File: src/rtl/oe_gating_pkg.sv
package oe_gating_pkg;
  // output index map: 100 MHz 0..6, mux 7..15, 25 MHz 16..18, time 19
  localparam int NUM_OUTPUTS = 20;
  localparam int NUM_PIN_OE = 7;
  localparam int BIT_Q25_TWO = 18;
  localparam int BIT_PLATFORM_TIME = 19;

  localparam logic [11:0] OFF_HOST_ENABLE = 12'h000;
  localparam logic [11:0] OFF_OVERRIDE = 12'h004;
  localparam logic [11:0] OFF_LATCHED = 12'h008;
  localparam logic [11:0] OFF_STATUS = 12'h00c;
  localparam logic [11:0] OFF_RUNNING = 12'h010;

  localparam logic [19:0] HOST_ENABLE_RESET = 20'hfffff;
  localparam logic [19:0] OVERRIDE_RESET = 20'h00000;
  localparam logic [19:0] LATCHED_RESET = 20'hfffff;
  localparam logic [19:0] SHIFT_RESET = 20'h00000;

  localparam int STAT_OE_PINS_LSB = 0;
  localparam int STAT_POWER_STOP_BIT = 8;
  localparam int STAT_POWER_GOOD_BIT = 9;
  localparam int STAT_EARLY_PG_BIT = 10;
  localparam int STAT_STROBE_BIT = 11;

  localparam logic [1:0] PD_LOW_SAMPLES = 2'h2;

  localparam int PCLK_HZ = 50_000_000;
  localparam int SHIFT_CLK_MAX_HZ = 25_000_000;
  // least period of the shift clock, rounded up to pclk cycles
  localparam int SHIFT_MIN_CYCLES =
    (PCLK_HZ + SHIFT_CLK_MAX_HZ - 1) / SHIFT_CLK_MAX_HZ;

  typedef struct packed {
    logic comp_clock;
    logic early_pg;
    logic power_good;
    logic strobe_n;
    logic serial_in;
    logic shift_clock;
  } side_pins_type;

  typedef struct packed {
    logic [19:0] host_enable;
    logic [19:0] override;
    logic [19:0] shift;
    logic [19:0] latched;
    logic [1:0] pd_low_cnt;
    logic power_stop;
    logic serial_out;
    logic [31:0] prdata;
    logic pready;
    logic pslverr;
  } top_state_type;
endpackage

File: src/rtl/output_enable_sideband_gating.sv
`timescale 1ns/1ps
`default_nettype none
module output_enable_sideband_gating
  import oe_gating_pkg::*;
(
  input wire logic pclk,
  input wire logic presetn,
  input wire logic [11:0] paddr,
  input wire logic psel,
  input wire logic penable,
  input wire logic pwrite,
  input wire logic [31:0] pwdata,
  output logic [31:0] prdata,
  output logic pready,
  output logic pslverr,
  input wire logic [NUM_PIN_OE-1:0] hundred_mhz_oe_n,
  input wire logic sideband_shift_clock,
  input wire logic sideband_serial_in,
  input wire logic shift_load_strobe_n,
  output logic sideband_serial_out,
  input wire logic power_good,
  input wire logic early_25m_power_good,
  input wire logic hundred_mhz_complement_clock,
  input wire logic [NUM_OUTPUTS-1:0] source_clocks,
  output logic [NUM_OUTPUTS-1:0] clock_outputs
);
  top_state_type st_r;
  top_state_type st_nxt;

  side_pins_type pins_raw;
  side_pins_type pins_lvl;
  side_pins_type pins_rise;
  side_pins_type pins_fall;
  logic [NUM_PIN_OE-1:0] oe_lvl;
  logic [NUM_OUTPUTS-1:0] src_lvl;
  logic [NUM_OUTPUTS-1:0] pin_en;
  logic [NUM_OUTPUTS-1:0] power_en;
  logic [NUM_OUTPUTS-1:0] sideband_en;
  logic [NUM_OUTPUTS-1:0] want_all;
  logic [NUM_OUTPUTS-1:0] gate_applied;
  logic [NUM_OUTPUTS-1:0] shift_expect;
  logic [NUM_PIN_OE-1:0] pin_block;
  logic [31:0] status_word;
  logic shift_step;
  logic apb_setup;
  logic apb_done;
  logic apb_wr;

  assign pins_raw.comp_clock = hundred_mhz_complement_clock;
  assign pins_raw.early_pg = early_25m_power_good;
  assign pins_raw.power_good = power_good;
  assign pins_raw.strobe_n = shift_load_strobe_n;
  assign pins_raw.serial_in = sideband_serial_in;
  assign pins_raw.shift_clock = sideband_shift_clock;

  // the shift clock is oversampled; it must stay well under pclk/4 to
  // be seen reliably, so full 25 MHz needs a faster pclk
  pin_sync #(
    .WIDTH($bits(side_pins_type))
  ) u_side_sync (
    .pclk(pclk),
    .presetn(presetn),
    .pin_in(pins_raw),
    .level(pins_lvl),
    .rise(pins_rise),
    .fall(pins_fall)
  );

  pin_sync #(
    .WIDTH(NUM_PIN_OE)
  ) u_oe_sync (
    .pclk(pclk),
    .presetn(presetn),
    .pin_in(hundred_mhz_oe_n),
    .level(oe_lvl),
    .rise(),
    .fall()
  );

  pin_sync #(
    .WIDTH(NUM_OUTPUTS)
  ) u_src_sync (
    .pclk(pclk),
    .presetn(presetn),
    .pin_in(source_clocks),
    .level(src_lvl),
    .rise(),
    .fall()
  );

  glitchless_gate #(
    .WIDTH(NUM_OUTPUTS)
  ) u_gate (
    .pclk(pclk),
    .presetn(presetn),
    .src(src_lvl),
    .want(want_all),
    .clk_out(clock_outputs),
    .applied(gate_applied)
  );

  // enable paths
  always_comb begin
    pin_en = '1;
    pin_en[NUM_PIN_OE-1:0] = ~oe_lvl;
    power_en = {NUM_OUTPUTS{~st_r.power_stop}};
    power_en[BIT_Q25_TWO] = ~st_r.power_stop | pins_lvl.early_pg;
  end

  assign sideband_en = st_r.override | st_r.latched;
  // override sits only inside the sideband term
  assign want_all = pin_en & st_r.host_enable & sideband_en & power_en;
  assign pin_block = oe_lvl & ~src_lvl[NUM_PIN_OE-1:0];

  // first bit in ends in the top stage, platform time
  assign shift_expect = {st_r.shift[NUM_OUTPUTS-2:0], pins_lvl.serial_in};
  assign shift_step = pins_rise.shift_clock & pins_lvl.strobe_n;

  assign apb_setup = psel & ~penable;
  assign apb_done = psel & penable & st_r.pready;
  assign apb_wr = apb_done & pwrite & ~st_r.pslverr;

  always_comb begin
    status_word = '0;
    status_word[STAT_OE_PINS_LSB +: NUM_PIN_OE] = oe_lvl;
    status_word[STAT_POWER_STOP_BIT] = st_r.power_stop;
    status_word[STAT_POWER_GOOD_BIT] = pins_lvl.power_good;
    status_word[STAT_EARLY_PG_BIT] = pins_lvl.early_pg;
    status_word[STAT_STROBE_BIT] = pins_lvl.strobe_n;
  end

  always_comb begin
    st_nxt = st_r;
    // sideband shift and latch
    if (shift_step) begin
      st_nxt.shift = shift_expect;
    end
    if (pins_fall.strobe_n) begin
      st_nxt.latched = st_r.shift;
    end
    st_nxt.serial_out = st_nxt.shift[NUM_OUTPUTS-1];

    // power-good high runs; low stops on the complement fall after two complement-rise samples
    if (pins_lvl.power_good) begin
      st_nxt.pd_low_cnt = '0;
      st_nxt.power_stop = 1'b0;
    end else begin
      if (pins_rise.comp_clock && st_r.pd_low_cnt != PD_LOW_SAMPLES) begin
        st_nxt.pd_low_cnt = st_r.pd_low_cnt + 2'h1;
      end
      if (pins_fall.comp_clock && st_r.pd_low_cnt == PD_LOW_SAMPLES) begin
        st_nxt.power_stop = 1'b1;
      end
    end

    // apb: data and error set up in the setup phase, zero wait states
    st_nxt.pready = apb_setup;
    st_nxt.pslverr = 1'b0;
    if (apb_setup) begin
      st_nxt.prdata = '0;
      case (paddr)
        OFF_HOST_ENABLE: begin
          st_nxt.prdata[NUM_OUTPUTS-1:0] = st_r.host_enable;
        end
        OFF_OVERRIDE: begin
          st_nxt.prdata[NUM_OUTPUTS-1:0] = st_r.override;
        end
        OFF_LATCHED: begin
          st_nxt.prdata[NUM_OUTPUTS-1:0] = st_r.latched;
          st_nxt.pslverr = pwrite;
        end
        OFF_STATUS: begin
          st_nxt.prdata = status_word;
          st_nxt.pslverr = pwrite;
        end
        OFF_RUNNING: begin
          st_nxt.prdata[NUM_OUTPUTS-1:0] = gate_applied;
          st_nxt.pslverr = pwrite;
        end
        default: begin
          st_nxt.pslverr = 1'b1;
        end
      endcase
    end
    if (apb_wr && paddr == OFF_HOST_ENABLE) begin
      st_nxt.host_enable = pwdata[NUM_OUTPUTS-1:0];
    end
    if (apb_wr && paddr == OFF_OVERRIDE) begin
      st_nxt.override = pwdata[NUM_OUTPUTS-1:0];
    end
  end

  always_ff @(posedge pclk or negedge presetn) begin
    if (!presetn) begin
      st_r.host_enable <= HOST_ENABLE_RESET;
      st_r.override <= OVERRIDE_RESET;
      st_r.shift <= SHIFT_RESET;
      st_r.latched <= LATCHED_RESET;
      st_r.pd_low_cnt <= '0;
      st_r.power_stop <= 1'b1;
      st_r.serial_out <= 1'b0;
      st_r.prdata <= '0;
      st_r.pready <= 1'b0;
      st_r.pslverr <= 1'b0;
    end else begin
      st_r <= st_nxt;
    end
  end

  assign prdata = st_r.prdata;
  assign pready = st_r.pready;
  assign pslverr = st_r.pslverr;
  assign sideband_serial_out = st_r.serial_out;

  logic [NUM_OUTPUTS-1:0] want_q;
  // a start is decided while the source was low, two cycles back
  logic [NUM_OUTPUTS-1:0] want_qq;
  logic [NUM_OUTPUTS-1:0] src_q;
  logic [NUM_OUTPUTS-1:0] out_q;
  logic [NUM_OUTPUTS-1:0] shift_q;
  logic [31:0] wdata_q;
  logic host_wr;
  logic shift_gap_ok;
  logic [3:0] shift_gap;

  assign host_wr = apb_wr & (paddr == OFF_HOST_ENABLE);

  always_ff @(posedge pclk or negedge presetn) begin
    if (!presetn) begin
      want_q <= '0;
      want_qq <= '0;
      src_q <= '0;
      out_q <= '0;
      shift_q <= '0;
      wdata_q <= '0;
      shift_gap <= '0;
    end else begin
      want_q <= want_all;
      want_qq <= want_q;
      src_q <= src_lvl;
      out_q <= clock_outputs;
      shift_q <= st_r.shift;
      wdata_q <= pwdata;
      if (pins_rise.shift_clock) begin
        shift_gap <= '0;
      end else if (shift_gap != 4'hf) begin
        shift_gap <= shift_gap + 4'h1;
      end
    end
  end

  // no increment here: the saturated count would wrap to zero
  assign shift_gap_ok = shift_gap >= 4'(SHIFT_MIN_CYCLES - 1);
endmodule
`default_nettype wire

File: src/rtl/pin_sync.sv
`timescale 1ns/1ps
`default_nettype none
module pin_sync #(
  parameter int WIDTH = 1
) (
  input wire logic pclk,
  input wire logic presetn,
  input wire logic [WIDTH-1:0] pin_in,
  output logic [WIDTH-1:0] level,
  output logic [WIDTH-1:0] rise,
  output logic [WIDTH-1:0] fall
);
  typedef struct packed {
    logic [WIDTH-1:0] s1;
    logic [WIDTH-1:0] s2;
    logic [WIDTH-1:0] s3;
    logic [WIDTH-1:0] stable;
  } sync_state_type;

  sync_state_type st_r;
  sync_state_type st_nxt;
  logic [WIDTH-1:0] change;

  // a change counts only once stages two and three agree
  assign change = ~(st_r.s2 ^ st_r.s3) & (st_r.s3 ^ st_r.stable);
  assign level = st_r.stable;
  assign rise = change & st_r.s3;
  assign fall = change & ~st_r.s3;

  always_comb begin
    st_nxt = st_r;
    st_nxt.s1 = pin_in;
    st_nxt.s2 = st_r.s1;
    st_nxt.s3 = st_r.s2;
    st_nxt.stable = st_r.stable ^ change;
  end

  always_ff @(posedge pclk or negedge presetn) begin
    if (!presetn) begin
      st_r <= '0;
    end else begin
      st_r <= st_nxt;
    end
  end
endmodule
`default_nettype wire

File: src/rtl/glitchless_gate.sv
`timescale 1ns/1ps
`default_nettype none
module glitchless_gate #(
  parameter int WIDTH = 1
) (
  input wire logic pclk,
  input wire logic presetn,
  input wire logic [WIDTH-1:0] src,
  input wire logic [WIDTH-1:0] want,
  output logic [WIDTH-1:0] clk_out,
  output logic [WIDTH-1:0] applied
);
  typedef struct packed {
    logic [WIDTH-1:0] applied;
    logic [WIDTH-1:0] out;
  } gate_state_type;

  gate_state_type st_r;
  gate_state_type st_nxt;

  assign clk_out = st_r.out;
  assign applied = st_r.applied;

  // enable only moves while the source is low, so no phase is cut short
  always_comb begin
    st_nxt.applied = (st_r.applied & src) | (want & ~src);
    st_nxt.out = src & st_nxt.applied;
  end

  always_ff @(posedge pclk or negedge presetn) begin
    if (!presetn) begin
      st_r <= '0;
    end else begin
      st_r <= st_nxt;
    end
  end
endmodule
`default_nettype wire

File: config.mk
export PLATFORM = sky130hd
export DESIGN_NAME = output_enable_sideband_gating
export DESIGN_NICKNAME = d
export VERILOG_FILES = /design/src/rtl/oe_gating_pkg.sv /design/src/rtl/output_enable_sideband_gating.sv /design/src/rtl/pin_sync.sv /design/src/rtl/glitchless_gate.sv
export SDC_FILE = /design/constraint.sdc
export NUM_CORES = 1
export LEC_CHECK = 0
export BUFFER_PORTS_ARGS = -buffer_cell sky130_fd_sc_hd__buf_2
export CORE_MARGIN = 4
export CORE_UTILIZATION = 40
export CTS_BUF_LIST = sky130_fd_sc_hd__clkbuf_16
export DETAILED_ROUTE_END_ITERATION = 16
export PLACE_DENSITY = 0.66
export SYNTH_ARGS = -nofsm -noshare
export SYNTH_HDL_FRONTEND = slang
export SYNTH_SLANG_ARGS = --single-unit
File: constraint.sdc
create_clock -name pclk -period 2.9 [get_ports pclk]
set_input_delay 0.58 -clock pclk [delete_from_list [all_inputs] [get_ports pclk]]
set_output_delay 0.58 -clock pclk [all_outputs]
set_load 0.02 [all_outputs]
==> out/qor.yml <==
status:
  status: "finished clean"
logic_synthesis:
  synth.distinct_cells: 45
  syn_area_per_cell_um2: 15.4
  yosysMostFrequentCell: "dfrtp_1"
  ys.flop_type: "dfrtp_1"
  ys_seq_area_share_pct: 67.6
  synth_edf_count: 0
  synth_cells: 670
  ys_top_cells_by_count: "236 x dfrtp_1, 62 x mux2_2, 41 x dfstp_2"
  synthTopCellsByArea: "dfrtp_1 57%, dfstp_2 10%, mux2_2 6.8%"
  ys_seq_elements: 277
  synth_area_mm2: 0.0103
  synth_top_area_cell: "dfrtp_1"
  synth_warnings: 0
  synth_top_area_share_pct: 57.2
  async_flop_share_pct: 100
place:
  portBuffers: 112
  place.gp.congestion: 0.786
  hpwl_mm: 13.7
worst_setup_path:
  cp_data_required_time_ps: 3340
  crit_path_max_fanout: 10
  start_kind: "input pin"
  criticalPathCategory: "input pin to register"
  cp-end-kind: "register"
  crit_arrival_ps: 2320
timing:
  rsz0062_at_grt: "no"
  fin_crit_sh_pct: 64.9
  timing.slew.headroom_pct: 50.6
  worstMarginPinSlew_ps: 739
  finalHoldViolCount: 0
  finalSetupTns_ps: 0
  slew_violations: 0
  setup_viol: 0
  timing.hold.ws_ps: 8.48
  layout_min_cycle_time_ps: 1880
  max_freq_ghz: 0.532
  finClkSkew_ps: 12.2
layout:
  area_growth_pct: 16.9
  final_nets: 874
  drive_above_1_share_pct: 39.6
  antenna_cells: 0
routing:
  drt_first_iter_violations: 369
  vias: 5591
  dr.pass1.iters: 4
  drt_wl_total_mm: 20.8
  ant_nets: 0
  remaining_drc_errors: 0
  detail_route.wl_per_cell_um: 18.2
  vias_per_cell: 4.89
clocking:
  cts_resized: 0
  clk_latency_ps: 540
  cts_sinks: 277
  ctsHoldBuffers: 0
  root_buffer: "clkbuf_16"
  cts_tree: "built"
  clockBufferDepth: 3
  path_clk_slew_ps: 60
  post-cts-setup-buffers: 0
  cts_made_buffers: 29
  htree_levels: 1
power:
  power_w: 0.00798
  cellPowerDensity_mw_per_mm2: 661
  vdd_drop_max_v: 0.000432
  p_leak_nw: 5.82
floorplanning:
  design.core.area_mm2: 0.0253
  die_width_um: 169
  initial_utilization_pct: 40.9
  die_area_mm2: 0.0284
  core.rowCount: 58
  die_h_um: 169
  num_io_pins: 137
global_route:
  gr-total-overflow: 0
  grt_max_degree: 74
  antenna_found_initial: 0
  grt_pass1_wl_mm: 32.8
  grt_use_total_pct: 14.6
  first_global_vias: 5756
run:
  max-cap-violations: 0
min_path:
  hold_class: "input pin to asynchronous set/reset pin"
-- report_power, final --
part	switching, W	internal [W]	total (W)	leakage [nW]
logic	0.000209	0.000179	0.000388	1.94
clock network	0.00142	0.00198	0.00340	0.477
registers	0.000122	0.00407	0.00419	3.41
-- logic make-up after synthesis --
kind of cell / synth area share, %
AO/OA/AOI/OAI: 5.22
XOR/XNOR: 0.0849
adder cells (fa/ha/maj): 3.32
buffers and inverters: 3.71
flip-flops: 67.6
multiplexers: 13.6
other: 0.0363
AND/OR/NAND/NOR: 6.42
-- metrics by stage --
stage,cell area [um^2],setup slack (ps),std cells,utilization (%)
2_1_floorplan,10400,772,681,-
3_3_place_gp,11200,506,1090,44.3
3_5_place_dp,11200,477,1090,44.3
4_1_cts,12100,1040,1144,47.8
5_1_grt,12100,897,1144,47.8
6_report,12100,1020,1144,47.8
-- critical path, cell delays in order --
cell,delay (ps)
buf_2,100
or3_1,460
nor3_4,260
buf_4,250
nand3_1,360
o21ai_0,300
-- layer usage --
layer  GRT usage (%)  part of all wire [%]
met3            3.32                   5.6
met2            22.9                    46
met5               0                     0
met4            4.13                   2.3
met1            20.8                    46
-- final cells by class --
| cell class | count | area, um^2 |
|---|---|---|
| clock inverters | 25 | 155 |
| repair buffers | 135 | 768 |
| inverters | 5 | 18.8 |
| multi-input cells | 343 | 3000 |
| clock buffers | 29 | 726 |
| flip-flops and latches | 277 | 6980 |
| well taps | 330 | 413 |
| fillers | 2251 | 13200 |
-- path summary, 6_finish.rpt --
path	to	depth (start not counted)	from	slack [ps]
setup reg to reg	st_r[82]	5	pready	1300
setup / recovery	prdata[15]	6	paddr[5]	1020
min in group pclk	u_oe_sync.st_nxt[20]	1	hundred_mhz_oe_n[6]	140
hold / removal	u_src_sync.st_nxt[46]	1	presetn	8
hold reg to reg	u_src_sync.st_nxt[20]	0	u_src_sync.st_nxt[40]	340
max in group asynchronous	st_r[112]	2	presetn	2010
-- placed cells by master, fill, tap and decap left out, types with 2 or more instances in the layout --
| master | instances |
|---|---|
| dfrtp_1 | 236 |
| buf_2 | 111 |
| mux2_2 | 62 |
| dfstp_2 | 41 |
| mux2_4 | 40 |
| nor2_1 | 39 |
| maj3_1 | 33 |
| clkbuf_16 | 29 |
| a22oi_1 | 28 |
| buf_4 | 21 |
| and2_1 | 20 |
| nand2b_1 | 20 |
| inv_1 | 17 |
| o21ai_0 | 17 |
| conb_1 | 12 |
| a221o_1 | 11 |
| mux2i_1 | 10 |
| o211ai_1 | 10 |
| nor4b_1 | 7 |
| clkinv_1 | 7 |
| nor3_1 | 4 |
| clkinv_2 | 3 |
| a31oi_1 | 2 |
| nand4_1 | 2 |
| nor4_4 | 2 |
| nand3_2 | 2 |
| nor2b_1 | 2 |
| a21o_1 | 2 |
| bufinv_16 | 2 |
| buf_12 | 2 |
Power figures use the tool's default switching activity.
